## src/common/xbus_pkg.sv

```systemverilog
package xbus_pkg;

   // register map, 16-bit word registers on the plain register port
   localparam logic [15:0] XBS_OFFSET = 16'h6c00; // external bus selection
   localparam logic [15:0] TOC_OFFSET = 16'h6c02; // time-out control
   localparam logic [15:0] IRQ_STAT_OFFSET = 16'h6c04; // sticky events
   localparam logic [15:0] IRQ_MASK_OFFSET = 16'h6c06; // event mask

   // field positions
   localparam int MODE_BIT = 0; // parallel/host mux mode
   localparam int RSVD_LO_BIT = 2; // reserved, read/write
   localparam int RSVD_HI_BIT = 3; // reserved, read/write
   localparam int TOC_EN_BIT = 0; // periph_timeout_enable
   localparam int EV_MEM_ERR = 0; // access to disabled memory port
   localparam int EV_HOST_ERR = 1; // access to disabled host port
   localparam int EV_MODE_WR = 2; // software changed the mode bit
   localparam int EV_W = 3;

   // reset values (mode bit resets to the strap instead)
   localparam logic [1:0] RSVD_RESET = 2'h0;
   localparam logic TOC_EN_RESET = 1'b0;
   localparam logic [EV_W-1:0] IRQ_MASK_RESET = 3'h0;

   // pin group widths
   localparam int HD_W = 8; // host data pins
   localparam int HOST_W = 10; // host data plus two control pins
   localparam int ADDR_W = 20; // parallel address pins 21..2
   localparam int DATA_W = 32; // parallel data pins
   localparam int CTL_W = 16; // parallel control pins
   localparam int PAR_W = 68; // all parallel pins
   localparam int PGP_W = 36; // parallel_gpio lines fed by parallel pins
   localparam int GPIO_W = 46; // all parallel_gpio lines

   // mux configuration
   typedef enum logic {MODE_GPIO, MODE_FULL} mux_mode_t;

endpackage

```

## src/common/mux_ctl_if.sv

```systemverilog
`timescale 1ns/100ps
// mode and clock enable from the register side to the pin routers
interface mux_ctl_if;
   logic mode; // 1: memory port and host port, 0: parallel_gpio
   logic ce; // freezes router state while low
   modport ctl (output mode, output ce);
   modport route (input mode, input ce);
endinterface

```

## src/design/host_pin_route.sv

```systemverilog
`timescale 1ns/100ps
module host_pin_route (
   input wire logic ref_clk,
   input wire logic rst,
   mux_ctl_if.route ctl,
   input wire logic [xbus_pkg::HOST_W-1:0] pin_i,
   output logic [xbus_pkg::HOST_W-1:0] pin_o,
   output logic [xbus_pkg::HOST_W-1:0] pin_oe,
   input wire logic [xbus_pkg::HD_W-1:0] port_data_o,
   input wire logic [xbus_pkg::HD_W-1:0] port_data_oe,
   output logic [xbus_pkg::HD_W-1:0] port_data_i,
   output logic port_strobe,
   output logic port_bsel,
   input wire logic [xbus_pkg::HOST_W-1:0] gpio_o,
   input wire logic [xbus_pkg::HOST_W-1:0] gpio_oe,
   output logic [xbus_pkg::HOST_W-1:0] gpio_i
);
   logic [xbus_pkg::HOST_W-1:0] pin_meta; // first stage, read by pin_sync only
   logic [xbus_pkg::HOST_W-1:0] pin_sync; // pins in the clock domain

   // two-flop synchroniser for the host pins
   always_ff @(posedge ref_clk) begin
      if (ctl.ce) begin
         pin_meta <= pin_i;
         pin_sync <= pin_meta;
      end
   end

   // routing, outputs registered
   always_ff @(posedge ref_clk) begin
      if (rst) begin
         pin_o <= '0;
         pin_oe <= '0; // pins float until mode is known
         port_data_i <= '0;
         port_strobe <= 1'b0;
         port_bsel <= 1'b0;
         gpio_i <= '0;
      end else if (ctl.ce) begin
         if (ctl.mode) begin
            // host port: data both ways, control pins are inputs
            pin_o <= {2'h0, port_data_o};
            pin_oe <= {2'h0, port_data_oe};
            port_data_i <= pin_sync[xbus_pkg::HD_W-1:0];
            port_strobe <= pin_sync[8]; // control pin 0
            port_bsel <= pin_sync[9]; // control pin 1
            gpio_i <= '0;
         end else begin
            // straight onto lines 45..36
            pin_o <= gpio_o;
            pin_oe <= gpio_oe;
            port_data_i <= '0; // host port sees an idle bus
            port_strobe <= 1'b0;
            port_bsel <= 1'b0;
            gpio_i <= pin_sync;
         end
      end
   end
endmodule // host_pin_route

```

## src/design/par_pin_route.sv

```systemverilog
`timescale 1ns/100ps
module par_pin_route (
   input wire logic ref_clk,
   input wire logic rst,
   mux_ctl_if.route ctl,
   input wire logic [xbus_pkg::PAR_W-1:0] pin_i,
   output logic [xbus_pkg::PAR_W-1:0] pin_o,
   output logic [xbus_pkg::PAR_W-1:0] pin_oe,
   input wire logic [xbus_pkg::PAR_W-1:0] mem_o,
   input wire logic [xbus_pkg::PAR_W-1:0] mem_oe,
   output logic [xbus_pkg::PAR_W-1:0] mem_i,
   input wire logic [xbus_pkg::PGP_W-1:0] gpio_o,
   input wire logic [xbus_pkg::PGP_W-1:0] gpio_oe,
   output logic [xbus_pkg::PGP_W-1:0] gpio_i
);
   // pin vector order: {ctl[15:0], data[31:16], data[15:0], addr[21:18], addr[17:2]}
   logic [xbus_pkg::PAR_W-1:0] pin_meta; // first stage, read by pin_sync only
   logic [xbus_pkg::PAR_W-1:0] pin_sync;

   // two-flop synchroniser for the parallel pins
   always_ff @(posedge ref_clk) begin
      if (ctl.ce) begin
         pin_meta <= pin_i;
         pin_sync <= pin_meta;
      end
   end

   // routing, outputs registered
   always_ff @(posedge ref_clk) begin
      if (rst) begin
         pin_o <= '0;
         pin_oe <= '0;
         mem_i <= '0;
         gpio_i <= '0;
      end else if (ctl.ce) begin
         if (ctl.mode) begin
            // every pin belongs to the memory port
            pin_o <= mem_o;
            pin_oe <= mem_oe;
            mem_i <= pin_sync;
            gpio_i <= '0;
         end else begin
            // reserved pins are not driven
            pin_o <= {gpio_o[35:20], gpio_o[19:4], 16'h0000, gpio_o[3:0], 16'h0000};
            pin_oe <= {gpio_oe[35:20], gpio_oe[19:4], 16'h0000, gpio_oe[3:0], 16'h0000};
            mem_i <= '0; // memory port sees an idle bus
            gpio_i <= {pin_sync[67:52], pin_sync[51:36], pin_sync[19:16]};
         end
      end
   end
endmodule // par_pin_route

```

## src/design/external_bus_pin_mux.sv

```systemverilog
// Our own choice: the plain strobed port.
`timescale 1ns/100ps
//
// Contract
// - host mux: ten pins, two modes
// - mode comes from strap during reset
// - strap low: all gpio, ports off
// - strap high: host port multiplexed, bit one
// - gpio mode: host pins on lines 45..36
// - mode one: memory port owns parallel pins
// - mode zero: no port may operate
// - mode bit 0, writable, resets to strap
// - memory port clock stops when unselected
// - disabled access errors when timeout enabled
// - gpio mode parallel pin mapping, reserved pins
// - memory mode: address pins always driven, data and control pins per memory port enables
//
module external_bus_pin_mux (
   input wire logic REF_CLK,
   input wire logic RST,
   input wire logic CE,
   // register port
   input wire logic [15:0] ADDR,
   input wire logic [15:0] WDATA,
   input wire logic WR,
   input wire logic RD,
   output logic [15:0] RDATA,
   // strap, sampled through a synchroniser
   input wire logic CONFIG_STRAP_PIN,
   // internal masters touching the ports
   input wire logic MEM_ACCESS,
   input wire logic HOST_ACCESS,
   output logic BUS_ERROR,
   output logic IRQ,
   // port enables and memory port clock gate
   output logic MEM_CLK_EN,
   output logic MEM_PORT_EN,
   output logic HOST_PORT_EN,
   // memory port side
   input wire logic [21:2] MEM_PORT_ADDR,
   input wire logic [31:0] MEM_PORT_DATA_O,
   input wire logic [31:0] MEM_PORT_DATA_OE,
   output logic [31:0] MEM_PORT_DATA_I,
   input wire logic [15:0] MEM_PORT_CTL_O,
   input wire logic [15:0] MEM_PORT_CTL_OE,
   output logic [15:0] MEM_PORT_CTL_I,
   // host port side
   input wire logic [7:0] HOST_PORT_DATA_O,
   input wire logic [7:0] HOST_PORT_DATA_OE,
   output logic [7:0] HOST_PORT_DATA_I,
   output logic HOST_ADDR_STROBE,
   output logic HOST_BYTE_SELECT,
   // parallel_gpio side
   input wire logic [45:0] PARALLEL_GPIO_O,
   input wire logic [45:0] PARALLEL_GPIO_OE,
   output logic [45:0] PARALLEL_GPIO_I,
   // parallel pins
   input wire logic [21:2] PAR_ADDR_PINS_I,
   output logic [21:2] PAR_ADDR_PINS_O,
   output logic [21:2] PAR_ADDR_PINS_OE,
   input wire logic [31:0] PAR_DATA_PINS_I,
   output logic [31:0] PAR_DATA_PINS_O,
   output logic [31:0] PAR_DATA_PINS_OE,
   input wire logic [15:0] PAR_CTL_PINS_I,
   output logic [15:0] PAR_CTL_PINS_O,
   output logic [15:0] PAR_CTL_PINS_OE,
   // host pins
   input wire logic [7:0] HOST_DATA_PINS_I,
   output logic [7:0] HOST_DATA_PINS_O,
   output logic [7:0] HOST_DATA_PINS_OE,
   input wire logic HOST_CTL_PIN0_I,
   output logic HOST_CTL_PIN0_O,
   output logic HOST_CTL_PIN0_OE,
   input wire logic HOST_CTL_PIN1_I,
   output logic HOST_CTL_PIN1_O,
   output logic HOST_CTL_PIN1_OE
);

   ////////////////////////////////////////////////////////////////////////////
   // declarations

   logic strap_meta; // first stage, read by strap_sync only
   logic strap_sync; // strap level in the clock domain
   xbus_pkg::mux_mode_t mode; // current mux configuration
   logic [1:0] rsvd; // bits 3..2, stored but without effect
   logic toc_en; // periph_timeout_enable
   logic [xbus_pkg::EV_W-1:0] irq_stat; // sticky events
   logic [xbus_pkg::EV_W-1:0] irq_mask; // 1 lets the event through
   logic [xbus_pkg::EV_W-1:0] ev_set; // events raised this cycle
   logic [xbus_pkg::EV_W-1:0] next_irq_stat;
   logic [15:0] next_rdata;
   logic wr_xbs; // write strobe decoded per register
   logic wr_toc;
   logic wr_mask;
   logic rd_stat; // read of the status register, clears it
   logic mem_err; // disabled memory port touched, errors enabled
   logic host_err; // same for the host port
   logic mode_flip; // write would change the mode bit
   logic [xbus_pkg::PAR_W-1:0] par_mem_o; // memory port, pin vector order
   logic [xbus_pkg::PAR_W-1:0] par_mem_oe;
   logic [xbus_pkg::PAR_W-1:0] par_mem_i;
   logic [xbus_pkg::PAR_W-1:0] par_pin_o;
   logic [xbus_pkg::PAR_W-1:0] par_pin_oe;
   logic [xbus_pkg::HOST_W-1:0] host_pin_o;
   logic [xbus_pkg::HOST_W-1:0] host_pin_oe;

   mux_ctl_if mctl (); // mode and enable for both routers

   ////////////////////////////////////////////////////////////////////////////
   // strap sampling and mode bit

   // strap synchroniser runs through reset so the level is ready at release
   always_ff @(posedge REF_CLK) begin
      if (CE) begin
         strap_meta <= CONFIG_STRAP_PIN;
         strap_sync <= strap_meta;
      end
   end

   // mode follows the strap while reset is high; the last reset edge wins,
   // so the value held is the one present at release
   always_ff @(posedge REF_CLK) begin
      if (CE) begin
         if (RST) begin
            mode <= strap_sync ? xbus_pkg::MODE_FULL : xbus_pkg::MODE_GPIO;
         end else if (wr_xbs) begin
            // honoured, although software is expected not to do it
            mode <= WDATA[xbus_pkg::MODE_BIT] ? xbus_pkg::MODE_FULL : xbus_pkg::MODE_GPIO;
         end
      end
   end

   // reserved bits 3..2 are plain storage
   always_ff @(posedge REF_CLK) begin
      if (RST) begin
         rsvd <= xbus_pkg::RSVD_RESET;
      end else if (CE && wr_xbs) begin
         rsvd <= WDATA[xbus_pkg::RSVD_HI_BIT:xbus_pkg::RSVD_LO_BIT];
      end
   end

   // time-out control
   always_ff @(posedge REF_CLK) begin
      if (RST) begin
         toc_en <= xbus_pkg::TOC_EN_RESET;
      end else if (CE && wr_toc) begin
         toc_en <= WDATA[xbus_pkg::TOC_EN_BIT];
      end
   end

   ////////////////////////////////////////////////////////////////////////////
   // register port decode

   // strobes are ignored while CE is low; the master must not issue then
   always_comb begin
      wr_xbs = WR && (ADDR == xbus_pkg::XBS_OFFSET);
      wr_toc = WR && (ADDR == xbus_pkg::TOC_OFFSET);
      wr_mask = WR && (ADDR == xbus_pkg::IRQ_MASK_OFFSET);
      rd_stat = RD && (ADDR == xbus_pkg::IRQ_STAT_OFFSET);
   end

   // read mux; unmapped addresses and idle cycles read zero
   always_comb begin
      next_rdata = 16'h0000;
      if (RD) begin
         case (ADDR)
            xbus_pkg::XBS_OFFSET: begin
               // bits 15..4 and 1 read zero
               next_rdata[xbus_pkg::RSVD_HI_BIT:xbus_pkg::RSVD_LO_BIT] = rsvd;
               next_rdata[xbus_pkg::MODE_BIT] = (mode == xbus_pkg::MODE_FULL);
            end
            xbus_pkg::TOC_OFFSET: begin
               next_rdata[xbus_pkg::TOC_EN_BIT] = toc_en;
            end
            xbus_pkg::IRQ_STAT_OFFSET: begin
               next_rdata[xbus_pkg::EV_W-1:0] = irq_stat;
            end
            xbus_pkg::IRQ_MASK_OFFSET: begin
               next_rdata[xbus_pkg::EV_W-1:0] = irq_mask;
            end
            default: begin
               next_rdata = 16'h0000;
            end
         endcase
      end
   end

   // read data stands for exactly the cycle after the strobe
   always_ff @(posedge REF_CLK) begin
      if (RST) begin
         RDATA <= 16'h0000;
      end else if (CE) begin
         RDATA <= next_rdata;
      end
   end

   ////////////////////////////////////////////////////////////////////////////
   // disabled-module accesses

   // only the gpio mode disables the ports; both go together
   always_comb begin
      mem_err = MEM_ACCESS && (mode == xbus_pkg::MODE_GPIO) && toc_en;
      host_err = HOST_ACCESS && (mode == xbus_pkg::MODE_GPIO) && toc_en;
      mode_flip = wr_xbs && (WDATA[xbus_pkg::MODE_BIT] != (mode == xbus_pkg::MODE_FULL));
   end

   // one-cycle error answer, one cycle after the access
   always_ff @(posedge REF_CLK) begin
      if (RST) begin
         BUS_ERROR <= 1'b0;
      end else if (CE) begin
         BUS_ERROR <= mem_err || host_err;
      end
   end

   ////////////////////////////////////////////////////////////////////////////
   // interrupt status and mask

   // set wins over the clearing read so no event is lost
   always_comb begin
      ev_set = '0;
      ev_set[xbus_pkg::EV_MEM_ERR] = mem_err;
      ev_set[xbus_pkg::EV_HOST_ERR] = host_err;
      ev_set[xbus_pkg::EV_MODE_WR] = mode_flip;
      next_irq_stat = (rd_stat ? '0 : irq_stat) | ev_set;
   end

   // sticky status
   always_ff @(posedge REF_CLK) begin
      if (RST) begin
         irq_stat <= '0;
      end else if (CE) begin
         irq_stat <= next_irq_stat;
      end
   end

   // mask register
   always_ff @(posedge REF_CLK) begin
      if (RST) begin
         irq_mask <= xbus_pkg::IRQ_MASK_RESET;
      end else if (CE && wr_mask) begin
         irq_mask <= WDATA[xbus_pkg::EV_W-1:0];
      end
   end

   // level interrupt, gated from registers only
   assign IRQ = |(irq_stat & irq_mask);

   ////////////////////////////////////////////////////////////////////////////
   // port enables and memory port clock gate

   // registered so the gate changes only on a clean edge; the clock cell
   // outside latches this enable again before it gates the clock
   always_ff @(posedge REF_CLK) begin
      if (RST) begin
         MEM_CLK_EN <= 1'b0;
         MEM_PORT_EN <= 1'b0;
         HOST_PORT_EN <= 1'b0;
      end else if (CE) begin
         MEM_CLK_EN <= (mode == xbus_pkg::MODE_FULL);
         MEM_PORT_EN <= (mode == xbus_pkg::MODE_FULL);
         HOST_PORT_EN <= (mode == xbus_pkg::MODE_FULL);
      end
   end

   ////////////////////////////////////////////////////////////////////////////
   // pin routers

   assign mctl.mode = (mode == xbus_pkg::MODE_FULL);
   assign mctl.ce = CE;

   // memory port in pin vector order; address lines are always driven
   assign par_mem_o = {MEM_PORT_CTL_O, MEM_PORT_DATA_O, MEM_PORT_ADDR};
   assign par_mem_oe = {MEM_PORT_CTL_OE, MEM_PORT_DATA_OE, {xbus_pkg::ADDR_W{1'b1}}};
   assign MEM_PORT_CTL_I = par_mem_i[67:52];
   assign MEM_PORT_DATA_I = par_mem_i[51:20];

   // parallel pins: 20 address, 32 data, 16 control
   par_pin_route u_par (
      .ref_clk(REF_CLK),
      .rst(RST),
      .ctl(mctl.route),
      .pin_i({PAR_CTL_PINS_I, PAR_DATA_PINS_I, PAR_ADDR_PINS_I}),
      .pin_o(par_pin_o),
      .pin_oe(par_pin_oe),
      .mem_o(par_mem_o),
      .mem_oe(par_mem_oe),
      .mem_i(par_mem_i),
      .gpio_o(PARALLEL_GPIO_O[35:0]),
      .gpio_oe(PARALLEL_GPIO_OE[35:0]),
      .gpio_i(PARALLEL_GPIO_I[35:0])
   );

   assign PAR_CTL_PINS_O = par_pin_o[67:52];
   assign PAR_CTL_PINS_OE = par_pin_oe[67:52];
   assign PAR_DATA_PINS_O = par_pin_o[51:20];
   assign PAR_DATA_PINS_OE = par_pin_oe[51:20];
   assign PAR_ADDR_PINS_O = par_pin_o[19:0];
   assign PAR_ADDR_PINS_OE = par_pin_oe[19:0];

   // host pins: eight data, two control, two modes
   host_pin_route u_host (
      .ref_clk(REF_CLK),
      .rst(RST),
      .ctl(mctl.route),
      .pin_i({HOST_CTL_PIN1_I, HOST_CTL_PIN0_I, HOST_DATA_PINS_I}),
      .pin_o(host_pin_o),
      .pin_oe(host_pin_oe),
      .port_data_o(HOST_PORT_DATA_O),
      .port_data_oe(HOST_PORT_DATA_OE),
      .port_data_i(HOST_PORT_DATA_I),
      .port_strobe(HOST_ADDR_STROBE),
      .port_bsel(HOST_BYTE_SELECT),
      .gpio_o(PARALLEL_GPIO_O[45:36]),
      .gpio_oe(PARALLEL_GPIO_OE[45:36]),
      .gpio_i(PARALLEL_GPIO_I[45:36])
   );

   assign HOST_DATA_PINS_O = host_pin_o[7:0];
   assign HOST_DATA_PINS_OE = host_pin_oe[7:0];
   assign HOST_CTL_PIN0_O = host_pin_o[8];
   assign HOST_CTL_PIN0_OE = host_pin_oe[8];
   assign HOST_CTL_PIN1_O = host_pin_o[9];
   assign HOST_CTL_PIN1_OE = host_pin_oe[9];

endmodule // external_bus_pin_mux

```

## config.mk

```make
export PLATFORM = sky130hd
export DESIGN_NAME = external_bus_pin_mux
export DESIGN_NICKNAME = d
export VERILOG_FILES = /design/src/common/xbus_pkg.sv /design/src/common/mux_ctl_if.sv /design/src/design/host_pin_route.sv /design/src/design/par_pin_route.sv /design/src/design/external_bus_pin_mux.sv
export SDC_FILE = /design/constraint.sdc
export NUM_CORES = 1
export LEC_CHECK = 0
export BUFFER_PORTS_ARGS = -buffer_cell sky130_fd_sc_hd__buf_2
export CELL_PAD_IN_SITES_DETAIL_PLACEMENT = 2
export CELL_PAD_IN_SITES_GLOBAL_PLACEMENT = 2
export CORE_AREA = 5 5 240 242
export DETAILED_ROUTE_END_ITERATION = 10
export DIE_AREA = 0 0 245 247
export MAX_ROUTING_LAYER = met4
export PLACE_DENSITY_LB_ADDON = 0.1
export SETUP_SLACK_MARGIN = 0.2
export SLEW_MARGIN = 20
export SYNTH_ARGS = -nofsm -noshare
export SYNTH_HDL_FRONTEND = slang
export SYNTH_SLANG_ARGS = --single-unit
```

## constraint.sdc

```tcl
create_clock -name REF_CLK -period 2.5 [get_ports REF_CLK]
set_input_delay 0.375 -clock REF_CLK [delete_from_list [all_inputs] [get_ports REF_CLK]]
set_output_delay 0.375 -clock REF_CLK [all_outputs]
set_load 0.02 [all_outputs]
```

==> results.md, run 1 <==
- Mapped Area: 13800 um^2
- Multi-input gate area: 4100 um^2
- Clock Path Buffers: 3
- Total power: 15.3 mW
- Synth Register Bits: 386
- Seq. cell area: 9000 um^2
- Die height: 247 um
- Pwr/cell area: 790 nW/um^2
- Yosys synthesis warning count: 0
- Setup ws final: 0.441 ns
- Hpwl dp: 40700 um
- Fin Clk Skew: 0.0147 ns
- Cts bufs inserted: 44
- P&R area growth vs syn: 40.8%
- Slew @ Worst Pin: 0.800 ns
- Fraction of layout cells with a size suffix above 1: 37.6%
- Fmax achieved: 0.486 GHz
- Largest net degree at the start of global routing: 108
- First-pass GRT wire length: 80200 um
- DRT iter0 DRCs: 468
- Vias in the first global route: 12300
- Maxcap violations: 0
- Sequential fraction of the synthesis area: 65.4%
- Detail Route Antenna Nets: 0
- Initial Utilization: 25.1%
- Routed WL: 56000 um
- # clock sinks: 386
- CP max FO: 11
- CTS tree: built
- Full die area: 60500 um^2
- Grt total ovfl: 0
- Core area: 54900 um^2
- IO buf count: 582
- HP Class: in2reg
- Count of final max-slew check failures: 0
- I/O pin total: 623
- Relative slew slack: 46.6%
- Tcrit/Tclk final: 82.4%
- Via count: 11300
- P_leak: 8.60 nW
- CTS Root Cell: clkbuf_16
- Startpoint types: flip-flop
- Period minus WS final: 2.06 ns
- Count of cell types in the netlist: 39
- Iteration count of the initial detailed-routing pass: 4
- Post-DR wirelength/cell: 22.3 um
- Mapped Avg Cell Area: 11.9 um^2
- Outcome: completed
- Gr usage total: 17.9%
- Initial antenna violation count: 10
- Crit end category: output pin
- Worst skew pair latency: 0.57 ns
- Hold Fails Final Rpt: 0
- Post-placement cell count: 2346
- Final Setup Violations: 0
- Die W: 245 um
- Routability cong.: 0.815
- Htree depth: 2
- Pre-CTS setup slack: 0.611 ns
- Clock slew at reported path FFs: 0.06 ns
- Post-synthesis cell count: 1156
- Post-cts sizing count: 0
- Row count: 86
- Non-Filler Instances: 2505
- Kind of critical path: reg2out
- Final #Nets: 2098
- Routed vias/inst: 4.53
- Remaining DRCs: 0
- Crit path DAT: 1.68 ns
- # fillers: 5987
- Setup tns final: 0 ns
- Unrepaired setup endpoints after global routing: no
- Worst vdd ir: 556 uV
- Worst EP required: 2.12 ns
## where the power goes
part	switching [mW]	internal, mW
Sequential	0.157	6.86
Clock	2.64	3.95
Combinational	1.04	0.642
## timing repair
| item | 4_1_cts | 5_1_grt |
|---|---|---|
| setup endpoints to repair | 0 | 0 |
| endpoints found under the hold margin | 68 | 0 |
| hold buffers | 68 | 0 |
| setup buffers | 0 | 0 |
## cells in the mapped netlist, drive strengths merged
cell       n  share of area, %
nand4     10              0.45
a41oi      1             0.064
xor2       1             0.064
conb       1             0.027
and4bb     1             0.091
buf       77               3.6
a22o       2              0.13
nor2     249               6.9
o31ai      4              0.22
clkbuf    50               1.4
a211oi    84               4.6
and4b      1             0.073
nand2      8              0.22
inv        5              0.14
a41o       1             0.073
and2       1             0.046
and4       1             0.082
o2111ai    1             0.064
o22ai      4              0.18
mux4       1              0.16
a22oi    156               8.5
dfxtp    259                38
a21oi     13              0.47
nor4b      2              0.24
mux2       2              0.16
o2bb2ai    1             0.064
a222oi     1             0.073
nor3b      1             0.055
edfxtp   127                28
mux2i     85               6.2
nand3      2             0.073
nor4       1             0.091
o21ai      3              0.11
## kinds of logic (layout without fill, tap and decap cells)
kind of cell	count (synthesis)	in the layout	synth area share, %
flops	386	386	65.4
simple gates	277	277	8.27
compound gates	271	271	14.5
buf+inv	132	757	5.14
mux	88	88	6.51
other cells	1	21	0.0273
xor+xnor	1	1	0.0637
## final timing paths
check / startpoint / endpoint / slack [ns] / depth (start not counted)
min reg2reg: u_par.pin_meta[53] / u_par.pin_sync[53] / 0.41 / 0
max reg2reg: mctl.mode / u_par.mem_i[39] / 0.74 / 5
min: MEM_PORT_DATA_OE[15] / u_par.pin_oe[35] / 0.05 / 3
max: u_par.pin_oe[15] / PAR_ADDR_PINS_OE[16] / 0.44 / 2
## final cells by class
| cell class | count | share of cell area [%] |
|---|---|---|
| clock buffers | 67 | 6.39 |
| clock inverters | 15 | 1.19 |
| well taps | 704 | 4.55 |
| flip-flops and latches | 386 | 46.5 |
| inverters | 5 | 0.123 |
| multi-input cells | 649 | 21.1 |
| repair buffers | 670 | 20.0 |
| diodes | 9 | 0.116 |
## metal layers
| layer | up-vias | track usage, % | part of all wire, % |
|---|---|---|---|
| li1 | 5385 | - | - |
| met1 | 5540 | 19.1 | 39 |
| met2 | 355 | 32.2 | 52 |
| met3 | 66 | 6.29 | 8.1 |
| met4 | 0 | 3.99 | 1.7 |
| met5 | - | - | 0 |
## cell usage in the layout (no fill, tap or decap), drive strengths merged
cell / n
a22oi: 156
bufinv: 5
clkinv: 7
nand3: 2
nand4: 10
edfxtp: 127
o31ai: 4
inv: 7
nand2: 8
dfxtp: 259
nor3b: 1
diode: 9
nor2: 249
dlygate4sd3: 68
o2bb2ai: 1
and4b: 1
a41oi: 1
clkinvlp: 1
and2: 1
xor2: 1
nor4b: 2
clkbuf: 68
conb: 12
and4bb: 1
a21oi: 13
a222oi: 1
buf: 601
and4: 1
mux2i: 85
o22ai: 4
mux4: 1
o21ai: 3
o2111ai: 1
nor4: 1
a41o: 1
mux2: 2
a22o: 2
a211oi: 84
## registers in the layout (all words and copies together), names as in the netlist, 2 cells and up
register            count
u_par.pin_o            68
u_par.pin_oe           53
u_par.pin_meta         52
u_par.pin_sync         52
u_par.mem_i            48
u_par.gpio_i           36
u_host.gpio_i          10
u_host.pin_meta        10
u_host.pin_o           10
u_host.pin_oe          10
u_host.pin_sync        10
u_host.port_data_i      8
RDATA                   4
irq_mask                3
irq_stat                3
rsvd                    2
## worst max-delay path, stage by stage, from the launching register on
cell and delay [ns]:
dfxtp_1 0.60, buf_4 0.29, buf_2 0.22
## stage by stage
step                      hold slack, ns  cell area, um^2  util [%]
final                             0.0451            19400      35.3
after floorplan                    0.400            13800         -
after CTS                        0.00412            19300      35.2
after global routing              0.0231            19400      35.3
after detailed placement           0.405            17200      31.3
after global placement             0.401            17200      31.3
(Power assumes the default switching activity.)
==> inputs of run 2 (changes only) <==
ABC_AREA = 1   (was unset)
CORE_AREA = 5 5 238 240   (was 5 5 240 242)
DIE_AREA = 0 0 243 245   (was 0 0 245 247)
clock period = 1.9 ns   (was 2.5 ns; I/O delays follow)
==> run 2 against run 1 <==
  * Sequential power is 31% higher
  * Clock skew is 0.0061 ns higher
  * Critical path type unchanged
  * Combinational power is 45% higher
  * Wire length is 13% higher
  * Critical path depth is 1 higher
  * Register-to-register slack worse by 0.38 ns
  * Synthesized area is 5.6% higher
  * Synthesized cell count is 40% higher
  * Via count is 24% higher
  * Sequential cell count stayed put
  * Non-clock buffer count is 130 higher
  * Global-route usage is 3.0 points higher
  * Largest cell class unchanged
==> results.md, run 2 <==
- Core area: 54400 um^2 (-0.78%)
- Worst r2r path cells: 4 (-1)
- Routed WL: 63400 um (+13%)
- Biggest regs: u_par.pin_o: 68 flops, u_par.pin_oe: 53 flops
- CTS tree: built
- Startpoint types: flip-flop
- Most frequent cells in the layout: 579 x buf_2, 473 x nand2_1, 289 x nand3_1, 257 x dfxtp_1, 193 x dlygate4sd3_1
- Pwr/cell area: 954 nW/um^2 (+21%)
- Initial antenna violation count: 27 (+17)
- HP Class: in2reg
- Maxcap violations: 0 (unchanged)
- Max reg flops: 68 (unchanged)
- Post-synthesis mux area share: 0% (-6.5 points)
- XOR/XNOR Fraction of Synth Area: 0.0603% (-0.0034 points)
- Simple-Gate Fraction of Synth Area: 23.4% (+15 points)
- Fraction of layout cells with a size suffix above 1: 29.8% (-7.9 points)
- Post-synthesis cell count: 1613 (+40%)
- Via count: 14100 (+24%)
- Crit end category: output pin
- Compound-Gate Fraction of Synth Area: 6.77% (-7.8 points)
- Routability cong.: 0.803 (-1.5%)
- Reg2reg start: mctl.mode
- Row count: 86 (unchanged)
- Post-synth top flop: dfxtp_1
- Routing usage on met2: 36.5% (+4.3 points)
- Total power: 20.5 mW (+34%)
- Commonest non-fill, non-tap cell in the layout: buf_2
- Unrepaired setup endpoints after global routing: no
- Full die area: 59500 um^2 (-1.6%)
- Leading cell types by count after synthesis: 473 x nand2_1, 289 x nand3_1, 259 x dfxtp_1, 158 x a21oi_1, 127 x edfxtp_1
- Period minus WS final: 1.62 ns
- Setup tns final: 0 ns (unchanged)
- Largest family of logic cells by synthesized area: simple AND/OR/NAND/NOR gates
- Worst vdd ir: 697 uV (+25%)
- Sequential fraction of the synthesis area: 62.0% (-3.5 points)
- Relative slew slack: 55.7% (+9.1 points)
- Tcrit/Tclk final: 85.0%
- Worst EP required: 1.62 ns (-0.50 ns)
- Crit path DAT: 1.33 ns (-0.35 ns)
- Final #Nets: 2669 (+27%)
- IO buf count: 582 (unchanged)
- Count of final max-slew check failures: 0 (unchanged)
- Synth Register Bits: 386 (unchanged)
- DRT iter0 DRCs: 467 (-0.21%)
- Hpwl dp: 43000 um (+5.5%)
- Die W: 243 um (-0.82%)
- Setup ws final: 0.284 ns (-0.157 ns)
- # clock sinks: 386 (unchanged)
- I/O pin total: 623 (unchanged)
- Hold Fails Final Rpt: 0 (unchanged)
- Hold WS: 0.0270 ns (-0.0181 ns)
- Mapped Area: 14500 um^2 (+5.6%)
- EDFF count, synth: 127 (unchanged)
- Clock slew at reported path FFs: 0.05 ns (about the same)
- FFs w/ async S/R, synth: 0% (unchanged)
- Die height: 245 um (-0.81%)
- R2R setup slack: 0.36 ns (-0.38 ns)
- Count of cell types in the netlist: 26 (-33%)
- Routed vias/inst: 4.55 (+0.42%)
- Grt total ovfl: 0 (unchanged)
- Fin Clk Skew: 0.0207 ns (+0.00605 ns)
- CP max FO: 3 (-8)
- Gr usage total: 20.9% (+3.0 points)
- First-pass GRT wire length: 95000 um (+18%)
- Largest net degree at the start of global routing: 111 (+2.8%)
- R2R Path End: u_par.pin_oe[29]
- Top-count cell post-synth: nand2_1
- Htree depth: 2 (unchanged)
- Clock Path Buffers: 3 (unchanged)
- Outcome: completed
- Yosys synthesis warning count: 0 (unchanged)
- Detail Route Antenna Nets: 0 (unchanged)
- GRT Max-Usage Layer: met2
- Post-synthesis adder-cell area fraction: 0% (unchanged)
- Met3 Use GR: 7.21% (+0.92 points)
- Post-synth top area share: 35.7% (-2.0 points)
- Slew @ Worst Pin: 0.664 ns (-0.136 ns)
- Kind of critical path: reg2out
- Final Setup Violations: 0 (unchanged)
- # fillers: 6060 (+1.2%)
- Fin util: 39.5% (+4.2 points)
- Critical Path End: IRQ
- Remaining DRCs: 0 (unchanged)
- Vias in the first global route: 15400 (+26%)
- Cts bufs inserted: 45 (+2.3%)
- CTS Root Cell: clkbuf_16
- Area contributors post-synth: dfxtp_1 36%, edfxtp_1 26%, nand2_1 12%, nand3_1 10%, a21oi_1 5.4%
- Initial Utilization: 26.7% (+1.6 points)
- P&R area growth vs syn: 48.2%
- Worst skew pair latency: 0.57 ns (about the same)
- Post-DR wirelength/cell: 20.5 um (-8.3%)
- Fmax achieved: 0.619 GHz
- GR Layer Usage met1: 22.2% (+3.0 points)
- Leading area contributor after synthesis: dfxtp_1
- P_leak: 10.0 nW (+16%)
- Biggest register: u_par.pin_o
- Origin of the worst setup path: irq_stat[0]
- Iteration count of the initial detailed-routing pass: 4 (unchanged)
- Pre-CTS setup slack: 0.132 ns (-0.478 ns)
- Mapped Avg Cell Area: 9.00 um^2 (-24%)
-- run 2: cell count changes in the layout (fill, tap and decap cells not counted), sizes merged, moves of 5 or more --
cell / previous run / this run
diode: 9 / 27
buf: 601 / 606
nor2: 249 / 18
a211oi: 84 / 0
mux2i: 85 / 0
a22oi: 156 / 0
nand4: 10 / 1
inv: 7 / 102
nand3: 2 / 289
nand2: 8 / 483
dlygate4sd3: 68 / 193
o21ai: 3 / 9
a21oi: 13 / 168
-- run 2: how the worst min path moves through the flow --
stage	start	endpoint	slack, ns	depth (start not counted)
3_5_place_dp	u_par.pin_meta[30]	u_par.pin_sync[30]	0.41	0
6_report	PARALLEL_GPIO_OE[24]	u_par.pin_oe[56]	0.03	5
5_1_grt	WDATA[2]	irq_mask[2]	0.03	3
3_3_place_gp	u_par.pin_meta[25]	u_par.pin_sync[25]	0.40	0
4_1_cts	PARALLEL_GPIO_OE[25]	u_par.pin_oe[57]	0.001	5
2_1_floorplan	CONFIG_STRAP_PIN	strap_meta	0.38	0
-- run 2: layout make-up --
cell class	instances	area [um^2]	area share [%]
Multi-Input combinational cell	992	4430	20.6
Antenna cell	27	67.6	0.314
Inverter	102	394	1.83
Timing Repair Buffer	800	5230	24.3
Tap cell	704	881	4.09
Clock buffer	70	1340	6.24
Sequential cell	386	9000	41.9
Clock inverter	13	169	0.785
-- run 2: layer usage --
metal	up-vias	part of all wire, %
met1	6877	39
met3	104	7.3
li1	6725	-
met5	-	0
met2	367	51
met4	0	3.3
-- run 2: repair_timing --
action / CTS / global route
endpoints found under the setup margin: 19 / 8
hold buffers: 193 / 0
hold endpoints to repair: 193 / 0
setup buffers: 0 / 0
resized for setup: 1 / 3
-- run 2: cells by family after synthesis --
logic type / Yosys count
AOI/OAI and AO/OA: 183
xor gates and xnor gates: 1
buffers and inverters: 246
DFF: 386
other: 1
and+or+nand+nor: 796
-- run 2: report_power, final --
group | total, mW | leakage [nW] | switching, mW | internal, mW
Sequential | 9.21 | 3.36 | 0.201 | 9.01
Clock | 8.88 | 0.743 | 3.60 | 5.29
Combinational | 2.43 | 5.90 | 1.46 | 0.974
Total | 20.5 | 10.0 | 5.25 | 15.3
-- run 2: per-stage QoR --
step / instance area, um^2 / std cells
6_report: 21500 / 3094
5_1_grt: 21500 / 3094
4_1_cts: 21400 / 3067
3_5_place_dp: 18000 / 2791
3_3_place_gp: 18000 / 2791
2_1_floorplan: 14600 / 1624
-- run 2: critical path: stages, from the launching register on --
cell and delay [ns]:
dfxtp_1 0.36, nand2_1 0.07, nand3_1 0.13, clkbuf_4 0.21
==> inputs of run 3 (changes only) <==
CAP_MARGIN = 15   (was unset)
MAX_ROUTING_LAYER = unset   (was met4)
==> run 3 against run 2 <==
  * Final area shrank 0.12%
  * Combinational power about the same
  * Via count up 0.36%
  * Critical path type unchanged
  * Critical endpoint unchanged
==> results.md, run 3 (synthesized netlist as in run 2, its figures left out) <==
- Period minus WS final: 1.61 ns (-0.00174 ns)
- Final #Nets: 2669 (unchanged)
- Biggest register: u_par.pin_o
- CTS tree: built
- Startpoint types: flip-flop
- Via count: 14100 (+0.36%)
- Hold_sp: PARALLEL_GPIO_OE[24]
- Hold Path Sink: u_par.pin_oe[56]
- Routability cong.: 0.792 (-1.4%)
- I/O pin total: 623 (unchanged)
- Post-CTS Setup Bufs: 0 (unchanged)
- Die W: 243 um (unchanged)
- R2R Path End: u_par.pin_oe[29]
- Post-DR wirelength/cell: 20.6 um (+0.56%)
- Outcome: completed
- Setup tns final: 0 ns (unchanged)
- Post-placement cell count: 2791 (unchanged)
- Full die area: 59500 um^2 (unchanged)
- Clock slew at reported path FFs: 0.06 ns (about the same)
- Fmax achieved: 0.620 GHz (+0.11%)
- Maxcap violations: 0 (unchanged)
- Kind of critical path: reg2out
- Comb power frac: 11.8% (about the same)
- # clock sinks: 386 (unchanged)
- Gr usage total: 20.3% (-0.60 points)
- Tcrit/Tclk final: 84.9% (-0.091 points)
- First-pass GRT wire length: 95000 um (about the same)
- Detail Route Antenna Nets: 0 (unchanged)
- Die height: 245 um (unchanged)
- Hold WS: 0.0277 ns (+0.000694 ns)
- Htree depth: 2 (unchanged)
- Vias in the first global route: 15400 (+0.18%)
- Fin Clk Skew: 0.0184 ns (-0.00232 ns)
- Slew @ Worst Pin: 0.669 ns (+0.00535 ns)
- P_leak: 10.0 nW (unchanged)
- Cts bufs inserted: 45 (unchanged)
- Reg power frac: 44.9% (about the same)
- Initial Utilization: 26.7% (unchanged)
- Worst vdd ir: 699 uV (+0.32%)
- Biggest regs: u_par.pin_o: 68 flops, u_par.pin_oe: 53 flops
- Fraction of power spent switching nets: 25.6% (about the same)
- Worst r2r path cells: 4 (unchanged)
- Crit path cell chain: nand2_1, nand3_1, clkbuf_4
- Reg2reg start: mctl.mode
- R2R setup slack: 0.37 ns (about the same)
- Row count: 86 (unchanged)
- Routed vias/inst: 4.58 (+0.68%)
- Grt total ovfl: 0 (unchanged)
- Clock Path Buffers: 3 (unchanged)
- Hold Fails Final Rpt: 0 (unchanged)
- Routed WL: 63500 um (+0.24%)
- Remaining DRCs: 0 (unchanged)
- Pwr/cell area: 955 nW/um^2 (+0.12%)
- Final Setup Violations: 0 (unchanged)
- Crit path DAT: 1.33 ns (about the same)
- Pint: 15.3 mW (about the same)
- Core area: 54400 um^2 (unchanged)
- Count of final max-slew check failures: 0 (unchanged)
- Total power: 20.5 mW (about the same)
- Hpwl dp: 43000 um (unchanged)
- DRT iter0 DRCs: 462 (-1.1%)
- Worst EP required: 1.62 ns (about the same)
- Commonest non-fill, non-tap cell in the layout: buf_2
- Crit end category: output pin
- Worst skew pair latency: 0.57 ns (about the same)
- Switch Pwr: 5.25 mW (about the same)
- IO buf count: 582 (unchanged)
- CP max FO: 3 (unchanged)
- Iteration count of the initial detailed-routing pass: 4 (unchanged)
- Max reg flops: 68 (unchanged)
- HP Class: in2reg
- CTS Root Cell: clkbuf_16
- Clock share of power: 43.3% (about the same)
- Non-Filler Instances: 3084 (-0.32%)
- Most frequent cells in the layout: 579 x buf_2, 473 x nand2_1, 289 x nand3_1, 257 x dfxtp_1, 193 x dlygate4sd3_1
- Slowest CP cell: dfxtp_1
- Fraction of layout cells with a size suffix above 1: 29.8% (unchanged)
- Fin util: 39.5% (-0.046 points)
- Initial antenna violation count: 27 (unchanged)
- WHS Path Cells: 5 (unchanged)
- Largest net degree at the start of global routing: 111 (unchanged)
- Relative slew slack: 55.4% (-0.36 points)
- P&R area growth vs syn: 48.0%
- Unrepaired setup endpoints after global routing: no
- CP max stage delay: 0.36 ns (about the same)
## run 3: worst max-delay path, delay by kind of cell, from the launching register on
family,cells,cell delay (ns)
AND/OR/NAND/NOR,2,0.19
buffers and inverters,1,0.21
flip-flops,1,0.36
## run 3: power groups by stage
stage | clock network [mW] | logic [mW] | registers [mW]
2_1_floorplan | 0 | 0.822 | 9.65
3_3_place_gp | 0 | 2.07 | 9.35
3_5_place_dp | 0 | 2.11 | 9.38
4_1_cts | 9.21 | 2.47 | 9.21
5_1_grt | 9.54 | 2.65 | 9.25
6_report | 8.88 | 2.43 | 9.21
## run 3: metrics by stage
step,cell area [um^2],worst slack (ns)
5_1_grt,21500,0.207
4_1_cts,21400,0.227
3_3_place_gp,18000,0.142
6_report,21500,0.286
2_1_floorplan,14600,0.561
3_5_place_dp,18000,0.132
## run 3: repair_timing
| action | in CTS | in global routing |
|---|---|---|
| hold buffers | 193 | 0 |
| setup endpoints to repair | 19 | 8 |
| gates cloned | 0 | 0 |
| resized for setup | 1 | 3 |
| endpoints found under the hold margin | 193 | 0 |
## run 3: final cells by class
| cell class | instances | area (um^2) |
|---|---|---|
| timing repair buffer | 800 | 5230 |
| tap | 704 | 881 |
| antenna | 17 | 42.5 |
| clock inverter | 13 | 169 |
| fill | 6053 | 33000 |
| clock buffer | 70 | 1340 |
| sequential | 386 | 9000 |
| multi-input combinational | 992 | 4430 |
| inverter | 102 | 394 |
## run 3: how the worst max path moves through the flow
| stage | from | endpoint | slack (ns) | cells after the start |
|---|---|---|---|---|
| after floorplan | mctl.mode | u_par.gpio_i[0] | 0.56 | 7 |
| after global placement | ADDR[9] | mctl.mode | 0.14 | 8 |
| after detailed placement | ADDR[9] | mctl.mode | 0.13 | 8 |
| after CTS | irq_stat[1] | IRQ | 0.23 | 3 |
| after global routing | irq_stat[0] | IRQ | 0.21 | 3 |
| final | irq_stat[0] | IRQ | 0.29 | 3 |
## run 3: per-layer routing
metal	global-route usage [%]	up-vias	part of all wire (%)
li1	-	6715	-
met1	22.1	6901	38
met2	36.6	366	51
met3	7.14	121	7.1
met4	7.58	20	3.3
met5	0	-	0.22
